File: src/inc/pio_map.svh
`ifndef PIO_MAP_SVH
`define PIO_MAP_SVH
// ----------------------------------------
// Register offsets (32-bit word addresses)
// ----------------------------------------
`define PIO_OFS_FLAGS      4'h0
`define PIO_OFS_ALT_FLAGS  4'h1
`define PIO_OFS_REGS       4'h2
`define PIO_OFS_PTR        4'h3
`define PIO_OFS_CMD        4'h4
`define PIO_OFS_STATUS     4'h5
`define PIO_OFS_IE         4'h6
// ----------------------------------------
// Flag bit positions
// ----------------------------------------
`define PIO_F_S            7
`define PIO_F_Z            6
`define PIO_F_H            4
`define PIO_F_PV           2
`define PIO_F_N            1
`define PIO_F_C            0
`define PIO_FLAGS_MASK     8'hd7
`define PIO_FLAGS_RST      8'h00
`define PIO_DEST_FLAGS     3'h6
`define PIO_FIFO_DEPTH     16
`endif

File: src/inc/pio_pkg.sv
package pio_pkg;
    typedef enum logic [3:0] {
        PIO_OP_IN_IMM,
        PIO_OP_IN_REG,
        PIO_OP_OUT_IMM,
        PIO_OP_OUT_REG,
        PIO_OP_BLK_IN,
        PIO_OP_BLK_OUT,
        PIO_OP_ALU,
        PIO_OP_LD_IR,
        PIO_OP_NOP
    } pio_op_t;
    typedef enum logic [2:0] {
        PIO_ALU_ADD,
        PIO_ALU_SUB,
        PIO_ALU_AND,
        PIO_ALU_OR,
        PIO_ALU_XOR,
        PIO_ALU_RL,
        PIO_ALU_RR
    } pio_alu_t;
    typedef enum logic [1:0] {
        PIO_CC_Z,
        PIO_CC_C,
        PIO_CC_PV,
        PIO_CC_S
    } pio_cc_t;
endpackage : pio_pkg

File: src/inc/pio_fifo_if.sv
`timescale 1ns/1ps
`default_nettype none
interface pio_fifo_if #(parameter int W = 8);
    logic         in_valid;
    logic         in_ready;
    logic [W-1:0] in_data;
    logic         out_valid;
    logic         out_ready;
    logic [W-1:0] out_data;
    modport fifo (input in_valid, in_data, out_ready, output in_ready, out_valid, out_data);
    modport user (output in_valid, in_data, out_ready, input in_ready, out_valid, out_data);
endinterface : pio_fifo_if
`default_nettype wire

File: src/hdl/pio_core.sv
// How it works
// RULE1 - Indirect port: low=port reg, high=counter
// RULE2 - Immediate port: low=port byte, high=accumulator
// RULE3 - Indirect input dest 110 updates flags only
// RULE4 - Block transfer: zero flag from decremented counter
// RULE5 - Block moves memory byte, steps pointer, repeats
// RULE6 - Two flag registers, six meaningful bits each
// RULE7 - Only C, Z, S, P/V are testable conditions
// RULE8 - Carry from MSB on add, borrow, shifts
// RULE9 - Zero flag set on zero result
// RULE10 - Sign flag equals result bit 7
// RULE11 - Overflow on signed range excess
// RULE12 - Logical ops: P/V set on even parity
// RULE13 - Half-carry from low nibble
// RULE14 - Add/subtract flag marks last subtraction
// RULE15 - Flag layout S Z x H x PV N C
// RULE16 - Load I/R copies interrupt enable to P/V
`timescale 1ns/1ps
`include "pio_map.svh"
`default_nettype none
module pio_core #(
    parameter int DEPTH = `PIO_FIFO_DEPTH
) (
    input  wire logic        i_core_clk,
    input  wire logic        i_rst,
    // Wishbone slave
    input  wire logic        i_wb_cyc,
    input  wire logic        i_wb_stb,
    input  wire logic        i_wb_we,
    input  wire logic [3:0]  i_wb_adr,
    input  wire logic [31:0] i_wb_dat,
    input  wire logic [3:0]  i_wb_sel,
    output logic [31:0]      o_wb_dat,
    output logic             o_wb_ack,
    // Peripheral port
    output logic [15:0]      o_io_addr,
    output logic [7:0]       o_io_wdata,
    output logic             o_io_rd,
    output logic             o_io_wr,
    input  wire logic [7:0]  i_io_rdata,
    input  wire logic        i_io_ready,
    // Memory byte stream
    input  wire logic        i_mem_valid,
    output logic             o_mem_ready,
    input  wire logic [7:0]  i_mem_data,
    output logic             o_mem_valid,
    input  wire logic        i_mem_ready,
    output logic [7:0]       o_mem_data,
    output logic [15:0]      o_mem_addr,
    // Condition test
    input  wire pio_pkg::pio_cc_t i_cc_sel,
    output logic             o_cc_true
);
    // ----------------------------------------
    // Registers
    // ----------------------------------------
    logic [7:0]  flags_reg;
    logic [7:0]  alt_flags_reg;
    logic [7:0]  acc_reg;
    logic [7:0]  cnt_reg;
    logic [7:0]  port_reg;
    logic [7:0]  imm_reg;
    logic [15:0] ptr_reg;
    logic [7:0]  dest_reg;
    logic [7:0]  res_reg;
    logic        ie_reg;
    logic        busy_reg;
    logic        io_rd_reg;
    logic        io_wr_reg;
    logic [15:0] io_addr_reg;
    logic [7:0]  io_wdata_reg;
    logic        mem_valid_reg;
    logic [7:0]  mem_data_reg;
    logic [15:0] mem_addr_reg;
    logic        ack_reg;
    logic [31:0] rdat_reg;
    pio_pkg::pio_op_t  op_reg;
    pio_pkg::pio_alu_t alu_reg;
    logic        down_reg;
    logic        rep_reg;
    logic [2:0]  rsel_reg;
    logic [7:0]  alu_b_reg;

    typedef enum {PIO_IDLE, PIO_ADDR, PIO_WAIT, PIO_MEMRD, PIO_MEMWR, PIO_STEP} pio_st_t;
    pio_st_t st_reg;

    // ----------------------------------------
    // Fifo for block output data
    // ----------------------------------------
    pio_fifo_if #(.W(8)) q();
    pio_fifo #(.W(8), .D(DEPTH)) u_fifo (
        .i_core_clk (i_core_clk),
        .i_rst      (i_rst),
        .f          (q)
    );

    function automatic logic even_par(input logic [7:0] v);
        even_par = ~^v;
    endfunction : even_par

    // Flag byte for result v with chosen P/V, N, H, C
    function automatic logic [7:0] mk_flags(input logic [7:0] v, input logic pv,
                                            input logic n, input logic h, input logic c);
        logic [7:0] f;
        f = 8'h00;
        f[`PIO_F_S]  = v[7];        // RULE10
        f[`PIO_F_Z]  = (v == 8'h00); // RULE9
        f[`PIO_F_H]  = h;
        f[`PIO_F_PV] = pv;
        f[`PIO_F_N]  = n;
        f[`PIO_F_C]  = c;
        mk_flags = f;               // RULE15
    endfunction : mk_flags

    // ----------------------------------------
    // Wishbone slave
    // ----------------------------------------
    logic wb_req;
    logic wb_wr;
    assign wb_req = i_wb_cyc && i_wb_stb && !ack_reg;
    assign wb_wr  = wb_req && i_wb_we && i_wb_sel[0];
    assign o_wb_ack = ack_reg;
    assign o_wb_dat = rdat_reg;

    always_ff @(posedge i_core_clk) begin
        if (i_rst) begin
            ack_reg  <= 1'b0;
            rdat_reg <= 32'h0000_0000;
        end else begin
            ack_reg <= wb_req;
            case (i_wb_adr)
                `PIO_OFS_FLAGS:     rdat_reg <= {24'h0, flags_reg};
                `PIO_OFS_ALT_FLAGS: rdat_reg <= {24'h0, alt_flags_reg};
                `PIO_OFS_REGS:      rdat_reg <= {acc_reg, cnt_reg, port_reg, imm_reg};
                `PIO_OFS_PTR:       rdat_reg <= {16'h0, ptr_reg};
                `PIO_OFS_STATUS:    rdat_reg <= {16'h0, res_reg, 7'h0, busy_reg};
                `PIO_OFS_IE:        rdat_reg <= {31'h0, ie_reg};
                default:            rdat_reg <= 32'h0000_0000;
            endcase
        end
    end

    // ----------------------------------------
    // Condition select
    // ----------------------------------------
    always_comb begin
        case (i_cc_sel)                                      // RULE7
            pio_pkg::PIO_CC_Z:  o_cc_true = flags_reg[`PIO_F_Z];
            pio_pkg::PIO_CC_C:  o_cc_true = flags_reg[`PIO_F_C];
            pio_pkg::PIO_CC_PV: o_cc_true = flags_reg[`PIO_F_PV];
            pio_pkg::PIO_CC_S:  o_cc_true = flags_reg[`PIO_F_S];
            default:            o_cc_true = 1'b0;
        endcase
    end

    // ----------------------------------------
    // ALU flag result
    // ----------------------------------------
    logic [8:0] sum;
    logic [4:0] hsum;
    logic [7:0] alu_res;
    logic [7:0] alu_flags;
    always_comb begin
        sum = 9'h000;
        hsum = 5'h00;
        alu_res = 8'h00;
        alu_flags = 8'h00;
        case (alu_reg)
            pio_pkg::PIO_ALU_ADD: begin
                sum  = {1'b0, acc_reg} + {1'b0, alu_b_reg};
                hsum = {1'b0, acc_reg[3:0]} + {1'b0, alu_b_reg[3:0]};
                alu_res = sum[7:0];
                alu_flags = mk_flags(alu_res,                                 // RULE11
                    (acc_reg[7] == alu_b_reg[7]) && (alu_res[7] != acc_reg[7]),
                    1'b0, hsum[4], sum[8]);                                   // RULE8 RULE13 RULE14
            end
            pio_pkg::PIO_ALU_SUB: begin
                sum  = {1'b0, acc_reg} - {1'b0, alu_b_reg};
                hsum = {1'b0, acc_reg[3:0]} - {1'b0, alu_b_reg[3:0]};
                alu_res = sum[7:0];
                alu_flags = mk_flags(alu_res,                                 // RULE11
                    (acc_reg[7] != alu_b_reg[7]) && (alu_res[7] != acc_reg[7]),
                    1'b1, hsum[4], sum[8]);                                   // RULE8 RULE13 RULE14
            end
            pio_pkg::PIO_ALU_AND: begin
                alu_res = acc_reg & alu_b_reg;
                alu_flags = mk_flags(alu_res, even_par(alu_res), 1'b0, 1'b1, 1'b0); // RULE12
            end
            pio_pkg::PIO_ALU_OR: begin
                alu_res = acc_reg | alu_b_reg;
                alu_flags = mk_flags(alu_res, even_par(alu_res), 1'b0, 1'b0, 1'b0); // RULE12
            end
            pio_pkg::PIO_ALU_XOR: begin
                alu_res = acc_reg ^ alu_b_reg;
                alu_flags = mk_flags(alu_res, even_par(alu_res), 1'b0, 1'b0, 1'b0); // RULE12
            end
            pio_pkg::PIO_ALU_RL: begin
                alu_res = {acc_reg[6:0], flags_reg[`PIO_F_C]};
                alu_flags = mk_flags(alu_res, even_par(alu_res), 1'b0, 1'b0, acc_reg[7]); // RULE8
            end
            pio_pkg::PIO_ALU_RR: begin
                alu_res = {flags_reg[`PIO_F_C], acc_reg[7:1]};
                alu_flags = mk_flags(alu_res, even_par(alu_res), 1'b0, 1'b0, acc_reg[0]); // RULE8
            end
            default: begin
                alu_res = acc_reg;
                alu_flags = flags_reg;
            end
        endcase
    end

    // ----------------------------------------
    // Execution sequencer
    // ----------------------------------------
    logic       go;
    logic [7:0] cnt_dec;
    assign go      = wb_wr && (i_wb_adr == `PIO_OFS_CMD) && !busy_reg;
    assign cnt_dec = cnt_reg - 8'h01;

    assign q.in_valid  = i_mem_valid && st_reg == PIO_IDLE;
    assign q.in_data   = i_mem_data;
    assign o_mem_ready = q.in_ready && st_reg == PIO_IDLE;
    assign q.out_ready = (st_reg == PIO_MEMRD) && op_reg == pio_pkg::PIO_OP_BLK_OUT;

    assign o_io_addr  = io_addr_reg;
    assign o_io_wdata = io_wdata_reg;
    assign o_io_rd    = io_rd_reg;
    assign o_io_wr    = io_wr_reg;
    assign o_mem_valid = mem_valid_reg;
    assign o_mem_data  = mem_data_reg;
    assign o_mem_addr  = mem_addr_reg;

    always_ff @(posedge i_core_clk) begin
        if (i_rst) begin
            st_reg <= PIO_IDLE;
            busy_reg <= 1'b0;
            op_reg <= pio_pkg::PIO_OP_NOP;
            alu_reg <= pio_pkg::PIO_ALU_ADD;
            down_reg <= 1'b0;
            rep_reg <= 1'b0;
            rsel_reg <= 3'h0;
            alu_b_reg <= 8'h00;
            flags_reg <= `PIO_FLAGS_RST;
            alt_flags_reg <= `PIO_FLAGS_RST;
            acc_reg <= 8'h00;
            cnt_reg <= 8'h00;
            port_reg <= 8'h00;
            imm_reg <= 8'h00;
            ptr_reg <= 16'h0000;
            dest_reg <= 8'h00;
            res_reg <= 8'h00;
            ie_reg <= 1'b0;
            io_rd_reg <= 1'b0;
            io_wr_reg <= 1'b0;
            io_addr_reg <= 16'h0000;
            io_wdata_reg <= 8'h00;
            mem_valid_reg <= 1'b0;
            mem_data_reg <= 8'h00;
            mem_addr_reg <= 16'h0000;
        end else begin
            if (wb_wr && st_reg == PIO_IDLE) begin
                case (i_wb_adr)
                    `PIO_OFS_FLAGS:     flags_reg <= i_wb_dat[7:0] & `PIO_FLAGS_MASK;     // RULE6
                    `PIO_OFS_ALT_FLAGS: alt_flags_reg <= i_wb_dat[7:0] & `PIO_FLAGS_MASK; // RULE6
                    `PIO_OFS_REGS: begin
                        {acc_reg, cnt_reg, port_reg, imm_reg} <= i_wb_dat;
                    end
                    `PIO_OFS_PTR:       ptr_reg <= i_wb_dat[15:0];
                    `PIO_OFS_IE:        ie_reg <= i_wb_dat[0];
                    default: ;
                endcase
            end
            if (go) begin
                op_reg    <= pio_pkg::pio_op_t'(i_wb_dat[3:0]);
                alu_reg   <= pio_pkg::pio_alu_t'(i_wb_dat[6:4]);
                down_reg  <= i_wb_dat[8];
                rep_reg   <= i_wb_dat[9];
                rsel_reg  <= i_wb_dat[12:10];
                alu_b_reg <= i_wb_dat[23:16];
                busy_reg  <= 1'b1;
                st_reg    <= PIO_ADDR;
            end
            case (st_reg)
                PIO_IDLE: ;
                PIO_ADDR: begin
                    case (op_reg)
                        pio_pkg::PIO_OP_IN_IMM, pio_pkg::PIO_OP_OUT_IMM:
                            io_addr_reg <= {acc_reg, imm_reg};  // RULE2
                        default:
                            io_addr_reg <= {cnt_reg, port_reg}; // RULE1
                    endcase
                    io_wdata_reg <= (op_reg == pio_pkg::PIO_OP_OUT_REG) ? alu_b_reg : acc_reg;
                    st_reg <= PIO_WAIT;
                    case (op_reg)
                        pio_pkg::PIO_OP_IN_IMM, pio_pkg::PIO_OP_IN_REG, pio_pkg::PIO_OP_BLK_IN:
                            io_rd_reg <= 1'b1;
                        pio_pkg::PIO_OP_OUT_IMM, pio_pkg::PIO_OP_OUT_REG:
                            io_wr_reg <= 1'b1;
                        pio_pkg::PIO_OP_BLK_OUT: begin
                            st_reg <= PIO_MEMRD;
                        end
                        pio_pkg::PIO_OP_ALU: begin
                            acc_reg <= alu_res;
                            flags_reg <= alu_flags;
                            st_reg <= PIO_IDLE;
                            busy_reg <= 1'b0;
                        end
                        pio_pkg::PIO_OP_LD_IR: begin
                            acc_reg <= alu_b_reg;
                            flags_reg <= mk_flags(alu_b_reg, ie_reg, 1'b0, 1'b0,
                                                  flags_reg[`PIO_F_C]); // RULE16
                            st_reg <= PIO_IDLE;
                            busy_reg <= 1'b0;
                        end
                        default: begin
                            st_reg <= PIO_IDLE;
                            busy_reg <= 1'b0;
                        end
                    endcase
                end
                PIO_MEMRD: begin
                    if (q.out_valid) begin
                        io_wdata_reg <= q.out_data; // RULE5
                        io_wr_reg <= 1'b1;
                        st_reg <= PIO_WAIT;
                    end
                end
                PIO_WAIT: begin
                    if (i_io_ready) begin
                        io_rd_reg <= 1'b0;
                        io_wr_reg <= 1'b0;
                        case (op_reg)
                            pio_pkg::PIO_OP_IN_IMM: begin
                                acc_reg <= i_io_rdata;
                                st_reg <= PIO_IDLE;
                                busy_reg <= 1'b0;
                            end
                            pio_pkg::PIO_OP_IN_REG: begin
                                flags_reg <= mk_flags(i_io_rdata, even_par(i_io_rdata), 1'b0,
                                                      1'b0, flags_reg[`PIO_F_C]);
                                if (rsel_reg != `PIO_DEST_FLAGS) begin // RULE3
                                    dest_reg <= i_io_rdata;
                                end
                                res_reg <= i_io_rdata;
                                st_reg <= PIO_IDLE;
                                busy_reg <= 1'b0;
                            end
                            pio_pkg::PIO_OP_BLK_IN: begin
                                mem_data_reg <= i_io_rdata; // RULE5
                                mem_addr_reg <= ptr_reg;
                                mem_valid_reg <= 1'b1;
                                st_reg <= PIO_MEMWR;
                            end
                            pio_pkg::PIO_OP_BLK_OUT: st_reg <= PIO_STEP;
                            default: begin
                                st_reg <= PIO_IDLE;
                                busy_reg <= 1'b0;
                            end
                        endcase
                    end
                end
                PIO_MEMWR: begin
                    if (i_mem_ready) begin
                        mem_valid_reg <= 1'b0;
                        st_reg <= PIO_STEP;
                    end
                end
                PIO_STEP: begin
                    cnt_reg <= cnt_dec;                                    // RULE5
                    ptr_reg <= down_reg ? ptr_reg - 16'h0001 : ptr_reg + 16'h0001;
                    flags_reg[`PIO_F_Z] <= (cnt_dec == 8'h00);             // RULE4
                    flags_reg[`PIO_F_N] <= 1'b1;
                    res_reg <= cnt_dec;
                    if (rep_reg && cnt_dec != 8'h00) begin
                        st_reg <= PIO_ADDR;                                // RULE5
                    end else begin
                        st_reg <= PIO_IDLE;
                        busy_reg <= 1'b0;
                    end
                end
                default: st_reg <= PIO_IDLE;
            endcase
        end
    end

    // ----------------------------------------
    // Checks
    // ----------------------------------------
    a_step_zero_flag: assert property (@(posedge i_core_clk) disable iff (i_rst) // RULE4
        st_reg == PIO_STEP |=> flags_reg[`PIO_F_Z] == (cnt_reg == 8'h00))
        else $error("zero flag does not follow counter");
    a_indirect_addr: assert property (@(posedge i_core_clk) disable iff (i_rst) // RULE1
        (st_reg == PIO_ADDR && op_reg == pio_pkg::PIO_OP_BLK_IN)
        |=> o_io_addr == {$past(cnt_reg), $past(port_reg)})
        else $error("indirect port address wrong");
    a_imm_addr: assert property (@(posedge i_core_clk) disable iff (i_rst) // RULE2
        (st_reg == PIO_ADDR && op_reg == pio_pkg::PIO_OP_IN_IMM)
        |=> o_io_addr == {$past(acc_reg), $past(imm_reg)})
        else $error("immediate port address wrong");
    a_flag_only_in: assert property (@(posedge i_core_clk) disable iff (i_rst) // RULE3
        (st_reg == PIO_WAIT && i_io_ready && op_reg == pio_pkg::PIO_OP_IN_REG
         && rsel_reg == `PIO_DEST_FLAGS) |=> $stable(dest_reg))
        else $error("dest written for flags-only input");
    a_ptr_step: assert property (@(posedge i_core_clk) disable iff (i_rst) // RULE5
        st_reg == PIO_STEP |=> ptr_reg == ($past(down_reg) ? $past(ptr_reg) - 16'h0001
                                                           : $past(ptr_reg) + 16'h0001))
        else $error("pointer not stepped");
    a_undef_bits: assert property (@(posedge i_core_clk) disable iff (i_rst) // RULE6
        (flags_reg & ~`PIO_FLAGS_MASK) == 8'h00)
        else $error("unused flag bits set");
    a_sign_zero: assert property (@(posedge i_core_clk) disable iff (i_rst) // RULE10
        (st_reg == PIO_ADDR && op_reg == pio_pkg::PIO_OP_ALU)
        |=> flags_reg[`PIO_F_S] == acc_reg[7] && flags_reg[`PIO_F_Z] == (acc_reg == 8'h00))
        else $error("sign or zero flag wrong");
    a_ie_to_pv: assert property (@(posedge i_core_clk) disable iff (i_rst) // RULE16
        (st_reg == PIO_ADDR && op_reg == pio_pkg::PIO_OP_LD_IR)
        |=> flags_reg[`PIO_F_PV] == $past(ie_reg))
        else $error("interrupt enable not copied");
endmodule : pio_core
`default_nettype wire

File: src/hdl/pio_fifo.sv
`timescale 1ns/1ps
`default_nettype none
module pio_fifo #(
    parameter int W = 8,
    parameter int D = 16
) (
    input  wire logic i_core_clk,
    input  wire logic i_rst,
    pio_fifo_if.fifo  f
);
    localparam int AW = $clog2(D);
    logic [W-1:0]  mem [D];
    logic [AW-1:0] wr_reg;
    logic [AW-1:0] rd_reg;
    logic [AW:0]   cnt_reg;
    logic          push;
    logic          pop;

    assign f.in_ready  = (cnt_reg != (AW+1)'(D));
    assign f.out_valid = (cnt_reg != '0);
    assign f.out_data  = mem[rd_reg];
    assign push = f.in_valid && f.in_ready;
    assign pop  = f.out_valid && f.out_ready;

    always_ff @(posedge i_core_clk) begin
        if (push) begin
            mem[wr_reg] <= f.in_data;
        end
    end

    always_ff @(posedge i_core_clk) begin
        if (i_rst) begin
            wr_reg  <= '0;
            rd_reg  <= '0;
            cnt_reg <= '0;
        end else begin
            if (push) begin
                wr_reg <= (wr_reg == AW'(D-1)) ? '0 : wr_reg + 1'b1;
            end
            if (pop) begin
                rd_reg <= (rd_reg == AW'(D-1)) ? '0 : rd_reg + 1'b1;
            end
            cnt_reg <= cnt_reg + (AW+1)'(push) - (AW+1)'(pop);
        end
    end
endmodule : pio_fifo
`default_nettype wire

File: config.mk
export PLATFORM = sky130hd
export DESIGN_NAME = pio_core
export DESIGN_NICKNAME = d
export VERILOG_FILES = /design/src/inc/pio_pkg.sv /design/src/inc/pio_fifo_if.sv /design/src/hdl/pio_core.sv /design/src/hdl/pio_fifo.sv
export VERILOG_INCLUDE_DIRS = /design/src /design/src/inc
export SDC_FILE = /design/constraint.sdc
export NUM_CORES = 1
export LEC_CHECK = 0
export BUFFER_PORTS_ARGS = -buffer_cell sky130_fd_sc_hd__buf_2
export CELL_PAD_IN_SITES_DETAIL_PLACEMENT = 0
export CELL_PAD_IN_SITES_GLOBAL_PLACEMENT = 1
export CORE_MARGIN = 2
export CORE_UTILIZATION = 30
export DETAILED_ROUTE_END_ITERATION = 8
export PLACE_DENSITY_LB_ADDON = 0.1
export SLEW_MARGIN = 20
export SYNTH_ARGS = -nofsm -noshare
export SYNTH_HDL_FRONTEND = slang
export SYNTH_SLANG_ARGS = --single-unit
File: constraint.sdc
create_clock -name i_core_clk -period 2.9 [get_ports i_core_clk]
set_clock_uncertainty 0.15 [all_clocks]
set_input_delay 0.145 -clock i_core_clk [delete_from_list [all_inputs] [get_ports i_core_clk]]
set_output_delay 0.145 -clock i_core_clk [all_outputs]
set_load 0.02 [all_outputs]
* Word level (Yosys, flattened, before mapping)
Memories as Yosys holds them, arrays and structs flattened. A register that Yosys moved wholly into a read port is not among the register bits.
Cells that the tools add are included.
** Storage, ports and cells
- Logic and storage cells :: 220
- Memories :: 1
- Flip-flop bits (word level) :: 218
- Output and inout bits :: 86
- Input port bits :: 66
- Bits in writable memories :: 128
** Operators by class
- Reduce and logical (&&, ||, !) cells :: 67
- Bitwise gates (word level) :: 3
- Equal/unequal tests :: 45
- Mux-type cells :: 64
- Add/sub/neg operators :: 11
** Memory list
- u_fifo.mem :: words 16, bits a word 8, read ports 1, clocked after memory_dff 1, wr ports 1, RTL line pio_fifo.sv:12 : logic [W-1:0] mem [D];
** Operators by type and width (number)
- $pmux 32 s6 :: 2
- $mux 32 :: 4
- $mux 8 :: 15
- $pmux 8 s7 :: 2
- $eq 32x3->1 const B :: 3
- $logic_not 8->1 :: 10
- $mux 16 :: 5
- $pmux 8 s2 :: 5
- $eq 32x2->1 const B :: 2
- $logic_not 32->1 :: 2
- $reduce_xnor 8->1 :: 6
- $eq 32x1->1 const B :: 1
- $eq 4x3->1 const B :: 7
- $add 16x1->16 const B :: 1
- $eq 4x2->1 const B :: 4
- $mux 4 :: 4
- $sub 16x1->16 const B :: 1
- $logic_and 1x1->1 :: 15
- $mux 1 :: 15
- $reduce_bool 2->1 :: 7
- $pmux 1 s3 :: 4
- $reduce_and 2->1 :: 6
- $reduce_and 3->1 :: 4
- $ne 2x1->1 const B :: 5
- other kinds (41) :: 60

* Longest topological paths before layout
Gate-level depths: netlist of the first run.
- Word-level depth :: 10
- Mapped depth :: 16
- Gate-level depth less buffers :: 15

* Hierarchy
Synthesis of the first run repeated with hierarchy kept, for this count alone.
** Unflattened totals
- Cell total of the unflattened synthesis :: 1690
- Area total of the unflattened synthesis :: 17056.4 um2
** By module, submodules not included
- pio_core :: area an instance 11327.1 um2, seq. area each 4103.9 um2, instances 1, cells each 1380
- pio_fifo :: area an instance 5729.2 um2, seq. area each 4184.0 um2, instances 1, cells each 310

* Worst setup path after synthesis of the first run
Ideal clock, no wire load.
- Path type :: reg2reg
- Start point :: register st_reg[20]
- End point :: register u_fifo.cnt_reg[4]
- Path slack :: -124 ps
- Path buffers :: 1
- Arrival :: 2742 ps
- Data required time :: 2618 ps
- Stages on the path, launching flop included :: 16
- Period minus slack after synthesis :: 3024 ps
- Path through :: dfxtp_1 -> nor4_1 -> and4_1 -> and4_1 -> and3_1 -> clkbuf_1 -> ha_1 -> inv_1 -> ha_1 -> inv_1 -> fa_1 -> inv_1 -> a21oi_1 -> nor2_1 -> or3_1 -> a21oi_1
** On the way
- Elaborated cells on any way between the ends :: 8
- Classes of those cells :: 2 x add/sub; 1 x eq/ne; 5 x reduce/logical
** RTL lines
- start, declared :: RTL line pio_core.sv:85 : pio_st_t st_reg;
- start signal, assigned :: RTL line pio_core.sv:235 : st_reg <= PIO_IDLE;
- start signal, assigned :: RTL line pio_core.sv:281 : st_reg <= PIO_ADDR;
- start signal, assigned :: RTL line pio_core.sv:293 : st_reg <= PIO_WAIT;
- $eq 32x3->1 :: RTL line pio_core.sv:223 : assign q.out_ready = (st_reg == PIO_MEMRD) && op_reg == pio_pkg::PIO_OP_BLK_OUT;
- $logic_and 1x1->1 :: RTL line pio_core.sv:223
- $logic_and 1x1->1 :: RTL line pio_fifo.sv:23 : assign pop = f.out_valid && f.out_ready;
- named net u_fifo.pop :: RTL line pio_fifo.sv:17 : logic pop;
- $sub 5x1->5 :: RTL line pio_fifo.sv:43 : cnt_reg <= cnt_reg + (AW+1)'(push) - (AW+1)'(pop);
- end signal, assigned :: RTL line pio_fifo.sv:43
- end, declared :: RTL line pio_fifo.sv:15 : logic [AW:0] cnt_reg;
The timed path passes the listed nets, and every way through them passes these cells.
A chain may end at the register's enable or synchronous reset.

* Worst setup path in the final report of the first run
- Start point :: register st_reg[20]
- End point :: register u_fifo.cnt_reg[4]
** On the way
- Longest elaborated chain between the ends :: 5
- Elaborated cells on any way between the ends :: 8
- Classes of those cells :: 2 x add/sub; 1 x eq/ne; 5 x reduce/logical
** RTL lines
- $logic_not 32->1 :: RTL line pio_core.sv:220 : assign q.in_valid = i_mem_valid && st_reg == PIO_IDLE;
- $logic_and 1x1->1 :: RTL line pio_core.sv:220
- $logic_and 1x1->1 :: RTL line pio_fifo.sv:22 : assign push = f.in_valid && f.in_ready;
- $add 5x1->5 :: RTL line pio_fifo.sv:43
- $sub 5x1->5 * :: RTL line pio_fifo.sv:43
Mark *: on every way between the ends. The rest lies on a longest branch, timed or not.

==> out/results.md, run 1 <==
| Step | Quantity | This run |
|---|---|---|
| synth | Adder-cell share of the synthesized area | 6.25% |
| synth | Area share of the largest cell type after synthesis | 26.0% |
| global routing | Busiest metal layer after global routing | met2 |
| timing | Fraction of the cycle the final worst path needs | 95.5% |
| global routing | Met3 Resource Use GR | 3.12% |
| global routing | Wire length of the first global-routing pass | 92.0 mm |
| synth | Synthesis Warnings | 0 |
| timing | Setup TNS Final | 0 ps |
| critical path | Worst reg2reg endpoint | u_fifo.cnt_reg[4] |
| hold path | Number of cells on the worst hold path | 3 |
| placed design | Number of cells in the design after placement | 2690 |
| hold path | Worst hold path endpoint | u_fifo.wr_reg[1] |
| floorplan | Die footprint | 58900 µm² |
| hold path | Kind of path behind the tightest hold check | in -> reg |
| final layout | Filler cell count in the final layout | 5725 |
| critical path | Reg2Reg Launch Point | st_reg[20] |
| critical path | Worst path required time | 3250 ps |
| global routing | Remaining global-route overflow | 0 |
| floorplan | Placeable core region | 56400 µm² |
| final layout | Growth of design area from synthesis to finish | 29.3% |
| critical path | Critical path capture point type | flop |
| critical path | Setup crit start kind | flop |
| global routing | Tot GR Track Use | 20.6% |
| outcome | Result of the run | finished clean |
| cts | Clock tree from TritonCTS | built |
| cts | Clock-pin slew of the registers on the worst-case setup and hold paths | 60 ps |
| power and ir drop | Pwr per Cell Area | 480 nW/µm² |
| cts | Worst skew pair latency | 570 ps |
| synth | Sequential-to-total area share from yosys stat | 48.5% |
| placed design | Post-detailed-placement half-perimeter wirelength | 45.7 mm |
| placed design | Setup Slack @ Placement | -131 ps |
| routing | Number of antenna-violating nets in the routed design | 0 |
| floorplan | Floorplan die height | 243 µm |
| timing | Worst max-slew margin expressed relative to the limit | 40.4% |
| cts | Number of buffers on the longest clock path | 3 |
| routing | First-pass iteration count of the detailed router | 5 |
| global routing | Vias in the first global route | 14276 |
| critical path | Internal reg-to-reg setup slack | 130 ps |
| cts | Number of buffers inserted during clock tree synthesis | 42 |
| global routing | GR Layer Usage met1 | 26.8% |
| timing | Number of setup violations in the final report | 0 |
| synth | Share of async-settable or async-resettable flops after synthesis | 0% |
| synth | Area leader, netlist | sky130_fd_sc_hd__dfxtp_1 |
| final layout | Post-layout utilization of the core | 39.2% |
| floorplan | Horizontal die dimension | 243 µm |
| final layout | Flip-flop count of the largest register after layout | 128 |
| synth | Mean post-synth cell area | 10.1 µm² |
| final layout | Commonest non-fill, non-tap cell in the layout | sky130_fd_sc_hd__dfxtp_1 |
| synth | Post-Synthesis Cell Area | 17100 µm² |
| critical path | Depth of the most critical reg-to-reg path | 14 |
| critical path | Worst-path fanout max | 2 |
| cts | H-tree level count | 2 |
| synth | Netlist cell types | 76 |
| power and ir drop | Maximum vdd ir drop | 0.000447 V |
| timing | Transition at the pin with the smallest max-transition slack | 894 ps |
| placed design | Port bufs | 148 |
| routing | Routed length per instance | 21.7 µm |
| critical path | Arrival @ worst endpoint | 3120 ps |
| final layout | Multi-input gate area | 8600 µm² |
| final layout | Filler-free cell count of the finished design | 2824 |
| floorplan | Number of rows created at floorplan | 87 |
| synth | Xor and xnor fraction of the mapped netlist area | 2.41% |
| synth | Mux contribution to synthesized area | 9.05% |
| power and ir drop | Leakage dissipation | 0.00841 µW |
| synth | Ranking of synthesized cells by area | sky130_fd_sc_hd__dfxtp_1, sky130_fd_sc_hd__edfxtp_1, sky130_fd_sc_hd__ha_1, sky130_fd_sc_hd__mux4_2, sky130_fd_sc_hd__nand2_1 |
| synth | FF+latch count, synth | 350 |
| synth | Ys flop type | sky130_fd_sc_hd__dfxtp_1 |
| routing | Drt via density | 4.98 |
| cts | Clk root buf | sky130_fd_sc_hd__clkbuf_16 |
| global routing | GR met2 Demand/Resource | 35.0% |
| timing | Final number of max-transition violations | 0 |
| synth | Number of instances in the synthesized netlist | 1689 |
| synth | EDFF count, synth | 128 |
| final layout | Area taken by flip-flops and latches | 8300 µm² |
| placed design | Gp weighted congestion | 0.862 |
| routing | First DRT Iteration DRCs | 947 |
| cts | Sink Count | 350 |
| final layout | Final cell area excluding filler cells | 22100 µm² |
| hold path | Source of the worst hold timing path | i_rst |
| global routing | Initial antenna violation count | 3 |
| synth | Compound-gate portion of the synthesized area | 14.7% |
| critical path | Critical path type | reg -> reg |
| routing | Wire length after detailed routing | 61.3 mm |
| synth | Post-synthesis share of cell area spent on and, or, nand and nor gates | 15.3% |
| synth | Largest family of logic cells by synthesized area | simple AND/OR/NAND/NOR gates |
| floorplan | Effective utilization at floorplan | 30.3% |
| timing | Post-route minimum period | 2770 ps |
| placed design | Instance area after placement | 19900 µm² |
| final layout | Share of layout cells above drive strength 1 | 25.0% |
| global routing | Pin count of the biggest net entering global routing | 145 |
| final layout | Most frequent cells in the layout | sky130_fd_sc_hd__dfxtp_1, sky130_fd_sc_hd__nand2_1, sky130_fd_sc_hd__buf_4, sky130_fd_sc_hd__nor2_1, sky130_fd_sc_hd__buf_2 |
| job | Maximum capacitance violations | 0 |
| floorplan | Top-Level Pins | 152 |
| final layout | Number of nets at the end of the flow | 2184 |
| timing | Final Hold Violating Endpoints | 0 |
| routing | Via total after detailed routing | 14050 |
| timing | FMAX | 361 MHz |
| routing | Post-route DRC | 0 |
| timing | Worst setup margin | 130 ps |
## critical path, stage by stage (launching register included)
cell and delay (ps):
sky130_fd_sc_hd__dfxtp_1 300, sky130_fd_sc_hd__nor4_2 310, sky130_fd_sc_hd__and4_1 260, sky130_fd_sc_hd__and4_1 230, sky130_fd_sc_hd__and3_4 220, sky130_fd_sc_hd__ha_4 130, sky130_fd_sc_hd__inv_2 30, sky130_fd_sc_hd__ha_4 150
sky130_fd_sc_hd__inv_2 50, sky130_fd_sc_hd__fa_2 200, sky130_fd_sc_hd__inv_2 40, sky130_fd_sc_hd__a21oi_2 110, sky130_fd_sc_hd__nor2_1 60, sky130_fd_sc_hd__or3_1 360, sky130_fd_sc_hd__a21oi_1 110
## how the worst max path moves through the flow
| stage | from | slack, ps | depth (start not counted) | to |
|---|---|---|---|---|
| after floorplan | st_reg[3] | 10 | 13 | u_fifo.cnt_reg[4] |
| after global placement | st_reg[3] | -120 | 10 | flags_reg[2] |
| after detailed placement | st_reg[3] | -130 | 10 | flags_reg[2] |
| after CTS | st_reg[23] | 6 | 14 | u_fifo.cnt_reg[4] |
| after global routing | st_reg[17] | -20 | 14 | u_fifo.cnt_reg[4] |
| final | st_reg[20] | 130 | 14 | u_fifo.cnt_reg[4] |
## synthesized netlist by cell type (4+ instances only)
| cell | n |
|---|---|
| sky130_fd_sc_hd__dfxtp_1 | 222 |
| sky130_fd_sc_hd__a22oi_1 | 22 |
| sky130_fd_sc_hd__and3_1 | 30 |
| sky130_fd_sc_hd__nand2_1 | 200 |
| sky130_fd_sc_hd__nand4_1 | 13 |
| sky130_fd_sc_hd__nand3_1 | 23 |
| sky130_fd_sc_hd__a211oi_1 | 52 |
| sky130_fd_sc_hd__nor2b_1 | 14 |
| sky130_fd_sc_hd__nor3_1 | 32 |
| sky130_fd_sc_hd__mux4_2 | 42 |
| sky130_fd_sc_hd__o211ai_1 | 9 |
| sky130_fd_sc_hd__nand2b_1 | 12 |
| sky130_fd_sc_hd__fa_1 | 4 |
| sky130_fd_sc_hd__nor2_1 | 158 |
| sky130_fd_sc_hd__a2111oi_0 | 4 |
| sky130_fd_sc_hd__nor3b_1 | 7 |
| sky130_fd_sc_hd__a21oi_1 | 141 |
| sky130_fd_sc_hd__mux2_2 | 8 |
| sky130_fd_sc_hd__xnor2_1 | 33 |
| sky130_fd_sc_hd__a21o_1 | 8 |
| sky130_fd_sc_hd__o21a_1 | 8 |
| sky130_fd_sc_hd__o31ai_1 | 7 |
| sky130_fd_sc_hd__a31oi_1 | 11 |
| sky130_fd_sc_hd__inv_1 | 69 |
| sky130_fd_sc_hd__and2_1 | 10 |
| sky130_fd_sc_hd__a221oi_1 | 9 |
| sky130_fd_sc_hd__a21boi_0 | 4 |
| sky130_fd_sc_hd__ha_1 | 79 |
| sky130_fd_sc_hd__and4_1 | 9 |
| sky130_fd_sc_hd__buf_1 | 9 |
| sky130_fd_sc_hd__xor2_1 | 14 |
| sky130_fd_sc_hd__a22o_1 | 4 |
| sky130_fd_sc_hd__buf_2 | 15 |
| sky130_fd_sc_hd__o21ai_0 | 55 |
| sky130_fd_sc_hd__mux2i_1 | 51 |
| sky130_fd_sc_hd__a311oi_1 | 8 |
| sky130_fd_sc_hd__clkbuf_1 | 75 |
| sky130_fd_sc_hd__a211o_1 | 5 |
| sky130_fd_sc_hd__edfxtp_1 | 128 |
| sky130_fd_sc_hd__nor4_1 | 10 |
| sky130_fd_sc_hd__or3_1 | 13 |
## stage by stage
stage | power, µW | hold WS (ps)
final | 10600 | 13.6
after global routing | 11000 | 32.4
after CTS | 10700 | 1.71
after detailed placement | 5500 | 272
after global placement | 5500 | 274
after floorplan | 5330 | 93.9
## where the power goes
part / internal (µW) / total [µW] / switching, µW / leakage (µW)
clock network: 3010 / 5150 / 2140 / 0.000655
registers: 5110 / 5120 / 12.9 / 0.00295
logic: 125 / 339 / 214 / 0.00481
## area by class of cell
class / count / area share, %
multi-input combinational: 1197 / 38.9
sequential: 350 / 37.6
antenna: 2 / 0.0227
clock inverter: 17 / 0.714
inverter: 71 / 1.21
clock buffer: 58 / 5.31
timing repair buffer: 373 / 12.0
tap: 756 / 4.28
## metal layers
metal | vias to the layer above | routed length [µm]
li1 | 6825 | -
met5 | - | 13
met3 | 100 | 2560
met2 | 290 | 29600
met4 | 2 | 1980
met1 | 6833 | 27200
## what timing repair did
action,CTS,global route
hold buffers,50,0
pin swaps,11,17
setup buffers,2,5
resized for setup,19,52
endpoints found under the hold margin,221,0
setup endpoints to repair,12,28
cloned,0,0
## cells by family (layout without fill, tap and decap cells)
kind of cell | after synthesis | after routing
other | 1 | 31
adder cells (fa/ha/maj) | 83 | 83
multiplexers | 101 | 101
XOR/XNOR | 47 | 47
AND/OR/NAND/NOR | 550 | 550
buffers and inverters | 170 | 519
flip-flops | 350 | 350
AO/OA/AOI/OAI | 387 | 387
No activity file was read; power rests on OpenSTA's default activity.
==> inputs of run 2 (changes only) <==
RECOVER_POWER = 50   (was not set)
==> run 2 against run 1 <==
  * Count of clock-buffer cells in the layout stayed put
  * Clock power is essentially flat
  * Sequential power about the same
  * Hold slack improved by 0.62 ps
  * Wire length up 0.22%
  * Critical path type unchanged
  * Flip-flop and latch count unchanged
  * Critical endpoint unchanged
  * Highest routed layer unchanged
==> out/results.md, run 2 (synthesis gave the netlist of run 1 again) <==
| Step | Quantity | This run |
|---|---|---|
| placed design | Gp weighted congestion | 0.862 |
| critical path | Worst path cell trace | nor4_2, and4_1, and4_1, and3_4, ha_4, inv_2, ha_4, inv_2, fa_2, inv_2, a21oi_2, nor2_1, or3_1, a21oi_1 |
| hold path | Source of the worst hold timing path | i_rst |
| final layout | Number of nets at the end of the flow | 2184 |
| cts | Worst skew pair latency | 570 ps |
| floorplan | Number of rows created at floorplan | 87 |
| floorplan | Effective utilization at floorplan | 30.3% |
| placed design | Setup Slack @ Placement | -131 ps |
| final layout | Growth of design area from synthesis to finish | 28.4% |
| timing | Transition at the pin with the smallest max-transition slack | 1060 ps |
| cts | Sink Count | 350 |
| floorplan | Die footprint | 58900 µm² |
| cts | Clk root buf | sky130_fd_sc_hd__clkbuf_16 |
| critical path | Crit path capture | u_fifo.cnt_reg[4] |
| critical path | Number of logic stages on the critical path including buffering | 14 |
| critical path | Internal reg-to-reg setup slack | 130 ps |
| outcome | Result of the run | finished clean |
| global routing | Remaining global-route overflow | 0 |
| routing | First-pass iteration count of the detailed router | 5 |
| routing | Wire length after detailed routing | 61.5 mm |
| critical path | Worst path bufs/invs | 3 |
| cts | Number of buffers inserted during clock tree synthesis | 42 |
| critical path | CP top delay family | simple AND/OR/NAND/NOR gates |
| timing | Post-route minimum period | 2770 ps |
| power and ir drop | Pwr per Cell Area | 483 nW/µm² |
| hold path | Kind of path behind the tightest hold check | in -> reg |
| power and ir drop | Maximum vdd ir drop | 0.000446 V |
| global routing | Tot GR Track Use | 20.6% |
| job | Maximum capacitance violations | 0 |
| routing | First DRT Iteration DRCs | 867 |
| routing | Highest layer used for signal routing | met5 |
| timing | FMAX | 361 MHz |
| critical path | Worst reg2reg endpoint | u_fifo.cnt_reg[4] |
| cts | H-tree level count | 2 |
| placed design | Port bufs | 148 |
| routing | Met3 wire length | 2.65 mm |
| routing | Total length of routed met2 wires | 29.6 mm |
| critical path | Reg2Reg Launch Point | st_reg[20] |
| timing | Worst max-slew margin expressed relative to the limit | 29.3% |
| routing | Number of antenna-violating nets in the routed design | 0 |
| final layout | Most frequent cells in the layout | sky130_fd_sc_hd__dfxtp_1, sky130_fd_sc_hd__nand2_1, sky130_fd_sc_hd__buf_4, sky130_fd_sc_hd__nor2_1, sky130_fd_sc_hd__a21oi_1 |
| critical path | Critical path type | reg -> reg |
| critical path | Arrival @ worst endpoint | 3120 ps |
| critical path | Worst-path fanout max | 2 |
| global routing | Vias in the first global route | 14276 |
| floorplan | Top-Level Pins | 152 |
| critical path | Critical path capture point type | flop |
| routing | Routed length on met1 | 27.2 mm |
| final layout | Commonest non-fill, non-tap cell in the layout | sky130_fd_sc_hd__dfxtp_1 |
| final layout | Filler cell count in the final layout | 5771 |
| cts | Number of buffers on the longest clock path | 3 |
| routing | Post-route DRC | 0 |
| routing | Routed length per instance | 21.8 µm |
| global routing | Wire length of the first global-routing pass | 92.0 mm |
| timing | Final Hold Violating Endpoints | 0 |
| routing | Drt via density | 5.00 |
| power and ir drop | Leakage dissipation | 0.00799 µW |
| critical path | Setup crit start kind | flop |
| cts | Clock tree from TritonCTS | built |
| critical path | Critical Path Max Stage Delay | 360 ps |
| global routing | Pin count of the biggest net entering global routing | 145 |
| critical path | Critical path origin | st_reg[20] |
| critical path | Worst path required time | 3250 ps |
| final layout | Flip-flop count of the largest register after layout | 128 |
| timing | Fraction of the cycle the final worst path needs | 95.5% |
| critical path | CP dominant cell by count | sky130_fd_sc_hd__inv_2 |
| floorplan | Horizontal die dimension | 243 µm |
| routing | Via total after detailed routing | 14125 |
| timing | Final number of max-transition violations | 0 |
| timing | Hold slack | 14.2 ps |
| global routing | Initial antenna violation count | 3 |
| critical path | Depth of the most critical reg-to-reg path | 14 |
| placed design | Post-detailed-placement half-perimeter wirelength | 45.7 mm |
| timing | Worst setup margin | 129 ps |
| floorplan | Placeable core region | 56400 µm² |
| cts | Clock-pin slew of the registers on the worst-case setup and hold paths | 60 ps |
| final layout | Share of layout cells above drive strength 1 | 20.2% |
| floorplan | Floorplan die height | 243 µm |
| timing | Number of setup violations in the final report | 0 |
| critical path | Highest-delay cell along the critical path | sky130_fd_sc_hd__or3_1 |
==> run 2: layout make-up <==
cell class,count,area [µm²],share of cell area [%]
flip-flops and latches,350,8300,37.8
well taps,756,946,4.31
clock buffers,58,1170,5.35
repair buffers,373,2520,11.5
inverters,71,267,1.21
diodes,2,5.00,0.0228
clock inverters,17,158,0.718
multi-input cells,1197,8580,39.1
==> run 2: worst min-delay path by stage <==
stage	endpoint	depth (start not counted)	slack, ps
after floorplan	u_fifo.mem[0][0]	0	90
after global placement	port_reg[5]	3	270
after detailed placement	port_reg[5]	3	270
after CTS	acc_reg[4]	4	2
after global routing	acc_reg[4]	4	30
final	u_fifo.wr_reg[1]	3	10
==> run 2: power breakdown <==
part,internal (µW),switching [µW],total (µW)
Combinational,121,213,334
Sequential,5110,12.9,5120
Clock,3010,2140,5150
Total,8240,2360,10600
==> run 2: what timing repair did <==
| item | 4_1_cts | 5_1_grt |
|---|---|---|
| hold endpoints to repair | 221 | 0 |
| setup endpoints to repair | 12 | 28 |
| hold buffers | 50 | 0 |
| resized for setup | 19 | 52 |
| buffers inserted | 2 | 5 |
| pin swaps | 11 | 17 |
==> run 2: worst reg2reg max path: stages, from the launching register on <==
cell	delay, ps
sky130_fd_sc_hd__dfxtp_1	300
sky130_fd_sc_hd__nor4_2	310
sky130_fd_sc_hd__and4_1	260
sky130_fd_sc_hd__and4_1	230
sky130_fd_sc_hd__and3_4	220
sky130_fd_sc_hd__ha_4	130
sky130_fd_sc_hd__inv_2	30
sky130_fd_sc_hd__ha_4	150
sky130_fd_sc_hd__inv_2	50
sky130_fd_sc_hd__fa_2	200
sky130_fd_sc_hd__inv_2	40
sky130_fd_sc_hd__a21oi_2	110
sky130_fd_sc_hd__nor2_1	60
sky130_fd_sc_hd__or3_1	360
sky130_fd_sc_hd__a21oi_1	110
==> run 2: through the flow <==
stage          instances  total power [µW]  util [%]  TNS (ps)  instance area [µm²]
2_1_floorplan       1717              5330         -         0                17200
3_3_place_gp        2690              5500      35.3      -240                19900
3_5_place_dp        2690              5500      35.3      -432                19900
4_1_cts             2817             10700      38.7         0                21800
5_1_grt             2824             11000      38.9     -17.5                21900
6_report            2824             10600      38.9         0                21900
==> run 2: layer usage <==
layer	GRT usage (%)	vias up
li1	-	6826
met1	26.8	6886
met2	35.0	314
met3	3.12	97
met4	6.95	2
met5	0	-
==> inputs of run 3 (changes only) <==
==> constraint.sdc (replaced) <==
create_clock -name i_core_clk -period 2.9 [get_ports i_core_clk]
set_clock_uncertainty 0.15 [all_clocks]
set_input_delay 0.29 -clock i_core_clk [delete_from_list [all_inputs] [get_ports i_core_clk]]
set_output_delay 0.29 -clock i_core_clk [all_outputs]
set_load 0.02 [all_outputs]
==> run 3 against run 2 <==
  * Final area is 0.75% higher
  * Critical path depth decreased by 3
  * Fmax is 4.4% lower
  * Count of clock-buffer cells in the layout is 1 lower
  * Cell count is 0.60% higher
  * Register-to-register slack worse by 130 ps
==> out/results.md, run 3 (synthesis gave the netlist of run 1 again) <==
| Step | Quantity | This run |
|---|---|---|
| placed design | Port bufs | 148 |
| timing | Worst max-slew margin expressed relative to the limit | 1.60% |
| final layout | Number of nets at the end of the flow | 2200 |
| timing | Fraction of the cycle the final worst path needs | 99.9% |
| floorplan | Number of rows created at floorplan | 87 |
| final layout | Flip-flop count of the largest register after layout | 128 |
| critical path | Reg2Reg Launch Point | alu_b_reg[1] |
| global routing | Pin count of the biggest net entering global routing | 75 |
| routing | Number of antenna-violating nets in the routed design | 0 |
| floorplan | Die footprint | 58900 µm² |
| routing | First-pass iteration count of the detailed router | 5 |
| critical path | Internal reg-to-reg setup slack | 3 ps |
| critical path | Critical path origin | alu_b_reg[1] |
| critical path | Critical Path Max Stage Delay | 360 ps |
| critical path | Critical path capture point type | flop |
| power and ir drop | Fraction of power consumed by the clock network | 49.3% |
| timing | Final Hold Violating Endpoints | 0 |
| timing | RSZ-0062 raised after global routing | true |
| cts | Number of buffers inserted during clock tree synthesis | 42 |
| power and ir drop | Pwr per Cell Area | 486 nW/µm² |
| cts | Number of buffers on the longest clock path | 3 |
| critical path | Highest-delay cell along the critical path | sky130_fd_sc_hd__a2111oi_4 |
| final layout | Filler cell count in the final layout | 5804 |
| routing | Via total after detailed routing | 14165 |
| outcome | Result of the run | finished clean |
| routing | Routed length per instance | 21.3 µm |
| power and ir drop | Sequential cell fraction of total power | 47.7% |
| critical path | CP dominant cell by count | sky130_fd_sc_hd__a211o_1 |
| critical path | Worst path required time | 3230 ps |
| power and ir drop | Leakage dissipation | 0.00811 µW |
| power and ir drop | Cell internal pwr | 8300 µW |
| cts | Clk root buf | sky130_fd_sc_hd__clkbuf_16 |
| power and ir drop | Maximum vdd ir drop | 0.000406 V |
| floorplan | Floorplan die height | 243 µm |
| routing | Wire length after detailed routing | 60.6 mm |
| placed design | Post-detailed-placement half-perimeter wirelength | 45.7 mm |
| critical path | Critical path type | reg -> reg |
| routing | First DRT Iteration DRCs | 731 |
| final layout | Commonest non-fill, non-tap cell in the layout | sky130_fd_sc_hd__dfxtp_1 |
| hold path | Kind of path behind the tightest hold check | in -> reg |
| routing | Post-route DRC | 0 |
| global routing | Vias in the first global route | 14281 |
| timing | Final number of max-transition violations | 0 |
| final layout | Share of layout cells above drive strength 1 | 21.4% |
| floorplan | Placeable core region | 56400 µm² |
| power and ir drop | Combinational cell fraction of total power | 3.0% |
| cts | Worst skew pair latency | 570 ps |
| final layout | Number of diodes added for antenna fixing | 0 |
| timing | FMAX | 345 MHz |
| critical path | Arrival @ worst endpoint | 3220 ps |
| floorplan | Top-Level Pins | 152 |
| timing | Setup TNS Final | 0 ps |
| final layout | Final cell area excluding filler cells | 22100 µm² |
| global routing | Initial antenna violation count | 1 |
| hold path | Source of the worst hold timing path | i_wb_dat[24] |
| floorplan | Horizontal die dimension | 243 µm |
| hold path | Worst hold path endpoint | acc_reg[0] |
| hold path | Number of cells on the worst hold path | 4 |
| critical path | Worst path cell trace | inv_4, ha_4, buf_6, a211o_4, a211o_1, a211oi_2, buf_4, or3_4, a21oi_2, a211o_1, a2111oi_4 |
| critical path | Depth of the most critical reg-to-reg path | 11 |
| cts | H-tree level count | 2 |
| critical path | Worst-path fanout max | 4 |
| timing | Number of setup violations in the final report | 0 |
| placed design | Instance area after placement | 19900 µm² |
| power and ir drop | Proportion of total power due to net switching | 22.8% |
| timing | Post-route minimum period | 2900 ps |
| global routing | Tot GR Track Use | 20.3% |
| placed design | Gp weighted congestion | 0.921 |
| timing | Transition at the pin with the smallest max-transition slack | 1480 ps |
| global routing | Wire length of the first global-routing pass | 90.4 mm |
| critical path | Worst path bufs/invs | 3 |
| cts | Clock tree from TritonCTS | built |
| critical path | Setup crit start kind | flop |
| final layout | Most frequent cells in the layout | sky130_fd_sc_hd__dfxtp_1, sky130_fd_sc_hd__nand2_1, sky130_fd_sc_hd__buf_4, sky130_fd_sc_hd__nor2_1, sky130_fd_sc_hd__a21oi_1 |
| floorplan | Effective utilization at floorplan | 30.3% |
| routing | Drt via density | 4.99 |
| job | Maximum capacitance violations | 0 |
| final layout | Growth of design area from synthesis to finish | 29.4% |
| power and ir drop | Power spent charging and discharging nets | 2440 µW |
| cts | Sink Count | 350 |
| power and ir drop | Overall power after layout | 10700 µW |
| cts | Clock-pin slew of the registers on the worst-case setup and hold paths | 70 ps |
| critical path | Worst reg2reg endpoint | acc_reg[7] |
| global routing | Remaining global-route overflow | 0 |
| critical path | CP top delay family | compound AO/OA/AOI/OAI gates |
-- run 3: how the worst max path moves through the flow --
stage,endpoint,cells after the start
2_1_floorplan,u_fifo.cnt_reg[4],13
3_3_place_gp,acc_reg[1],10
3_5_place_dp,flags_reg[0],12
4_1_cts,acc_reg[7],10
5_1_grt,acc_reg[5],10
6_report,acc_reg[7],11
-- run 3: routing by layer --
layer | up-vias | global-route usage [%] | part of all wire, %
met1 | 6896 | 26.0 | 44
li1 | 6884 | - | -
met4 | 2 | 6.60 | 2.9
met3 | 94 | 2.69 | 4.1
met5 | - | 0 | 0.012
met2 | 289 | 35.2 | 49
-- run 3: cell type report --
cell class	instances	area, µm²	share of cell area, %
Clock buffer	57	1180	5.34
Clock inverter	21	200	0.905
Inverter	71	269	1.22
Multi-Input combinational cell	1197	8590	38.8
Sequential cell	350	8300	37.5
Tap cell	756	946	4.28
Timing Repair Buffer	389	2630	11.9
-- run 3: worst min-delay path, stage by stage --
cell and delay (ps):
sky130_fd_sc_hd__buf_2 120, sky130_fd_sc_hd__a22o_1 140, sky130_fd_sc_hd__o21ai_0 70, sky130_fd_sc_hd__a21oi_1 140
-- run 3: stage by stage --
stage               cells  utilization, %  hold slack, ps  setup slack [ps]
floorplan            1717               -             239              9.63
global placement     2698            35.4             290              -105
detailed placement   2698            35.4             295              -122
CTS                  2822            38.7            43.7              1.77
global route         2841            39.2             145             -94.6
finish               2841            39.2            73.9              2.66
-- run 3: repair_timing --
action,CTS,global route
resized for setup,16,64
endpoints found under the hold margin,200,0
setup buffers,3,20
hold buffers,43,0
setup endpoints to repair,10,25
pin swaps,8,21
-- run 3: power by group through the flow --
stage | clock network [µW] | registers, µW | logic (µW)
finish | 5300 | 5120 | 328
global route | 5640 | 5120 | 353
CTS | 5450 | 5120 | 328
detailed placement | 0 | 5220 | 278
global placement | 0 | 5220 | 276
floorplan | 0 | 5220 | 106
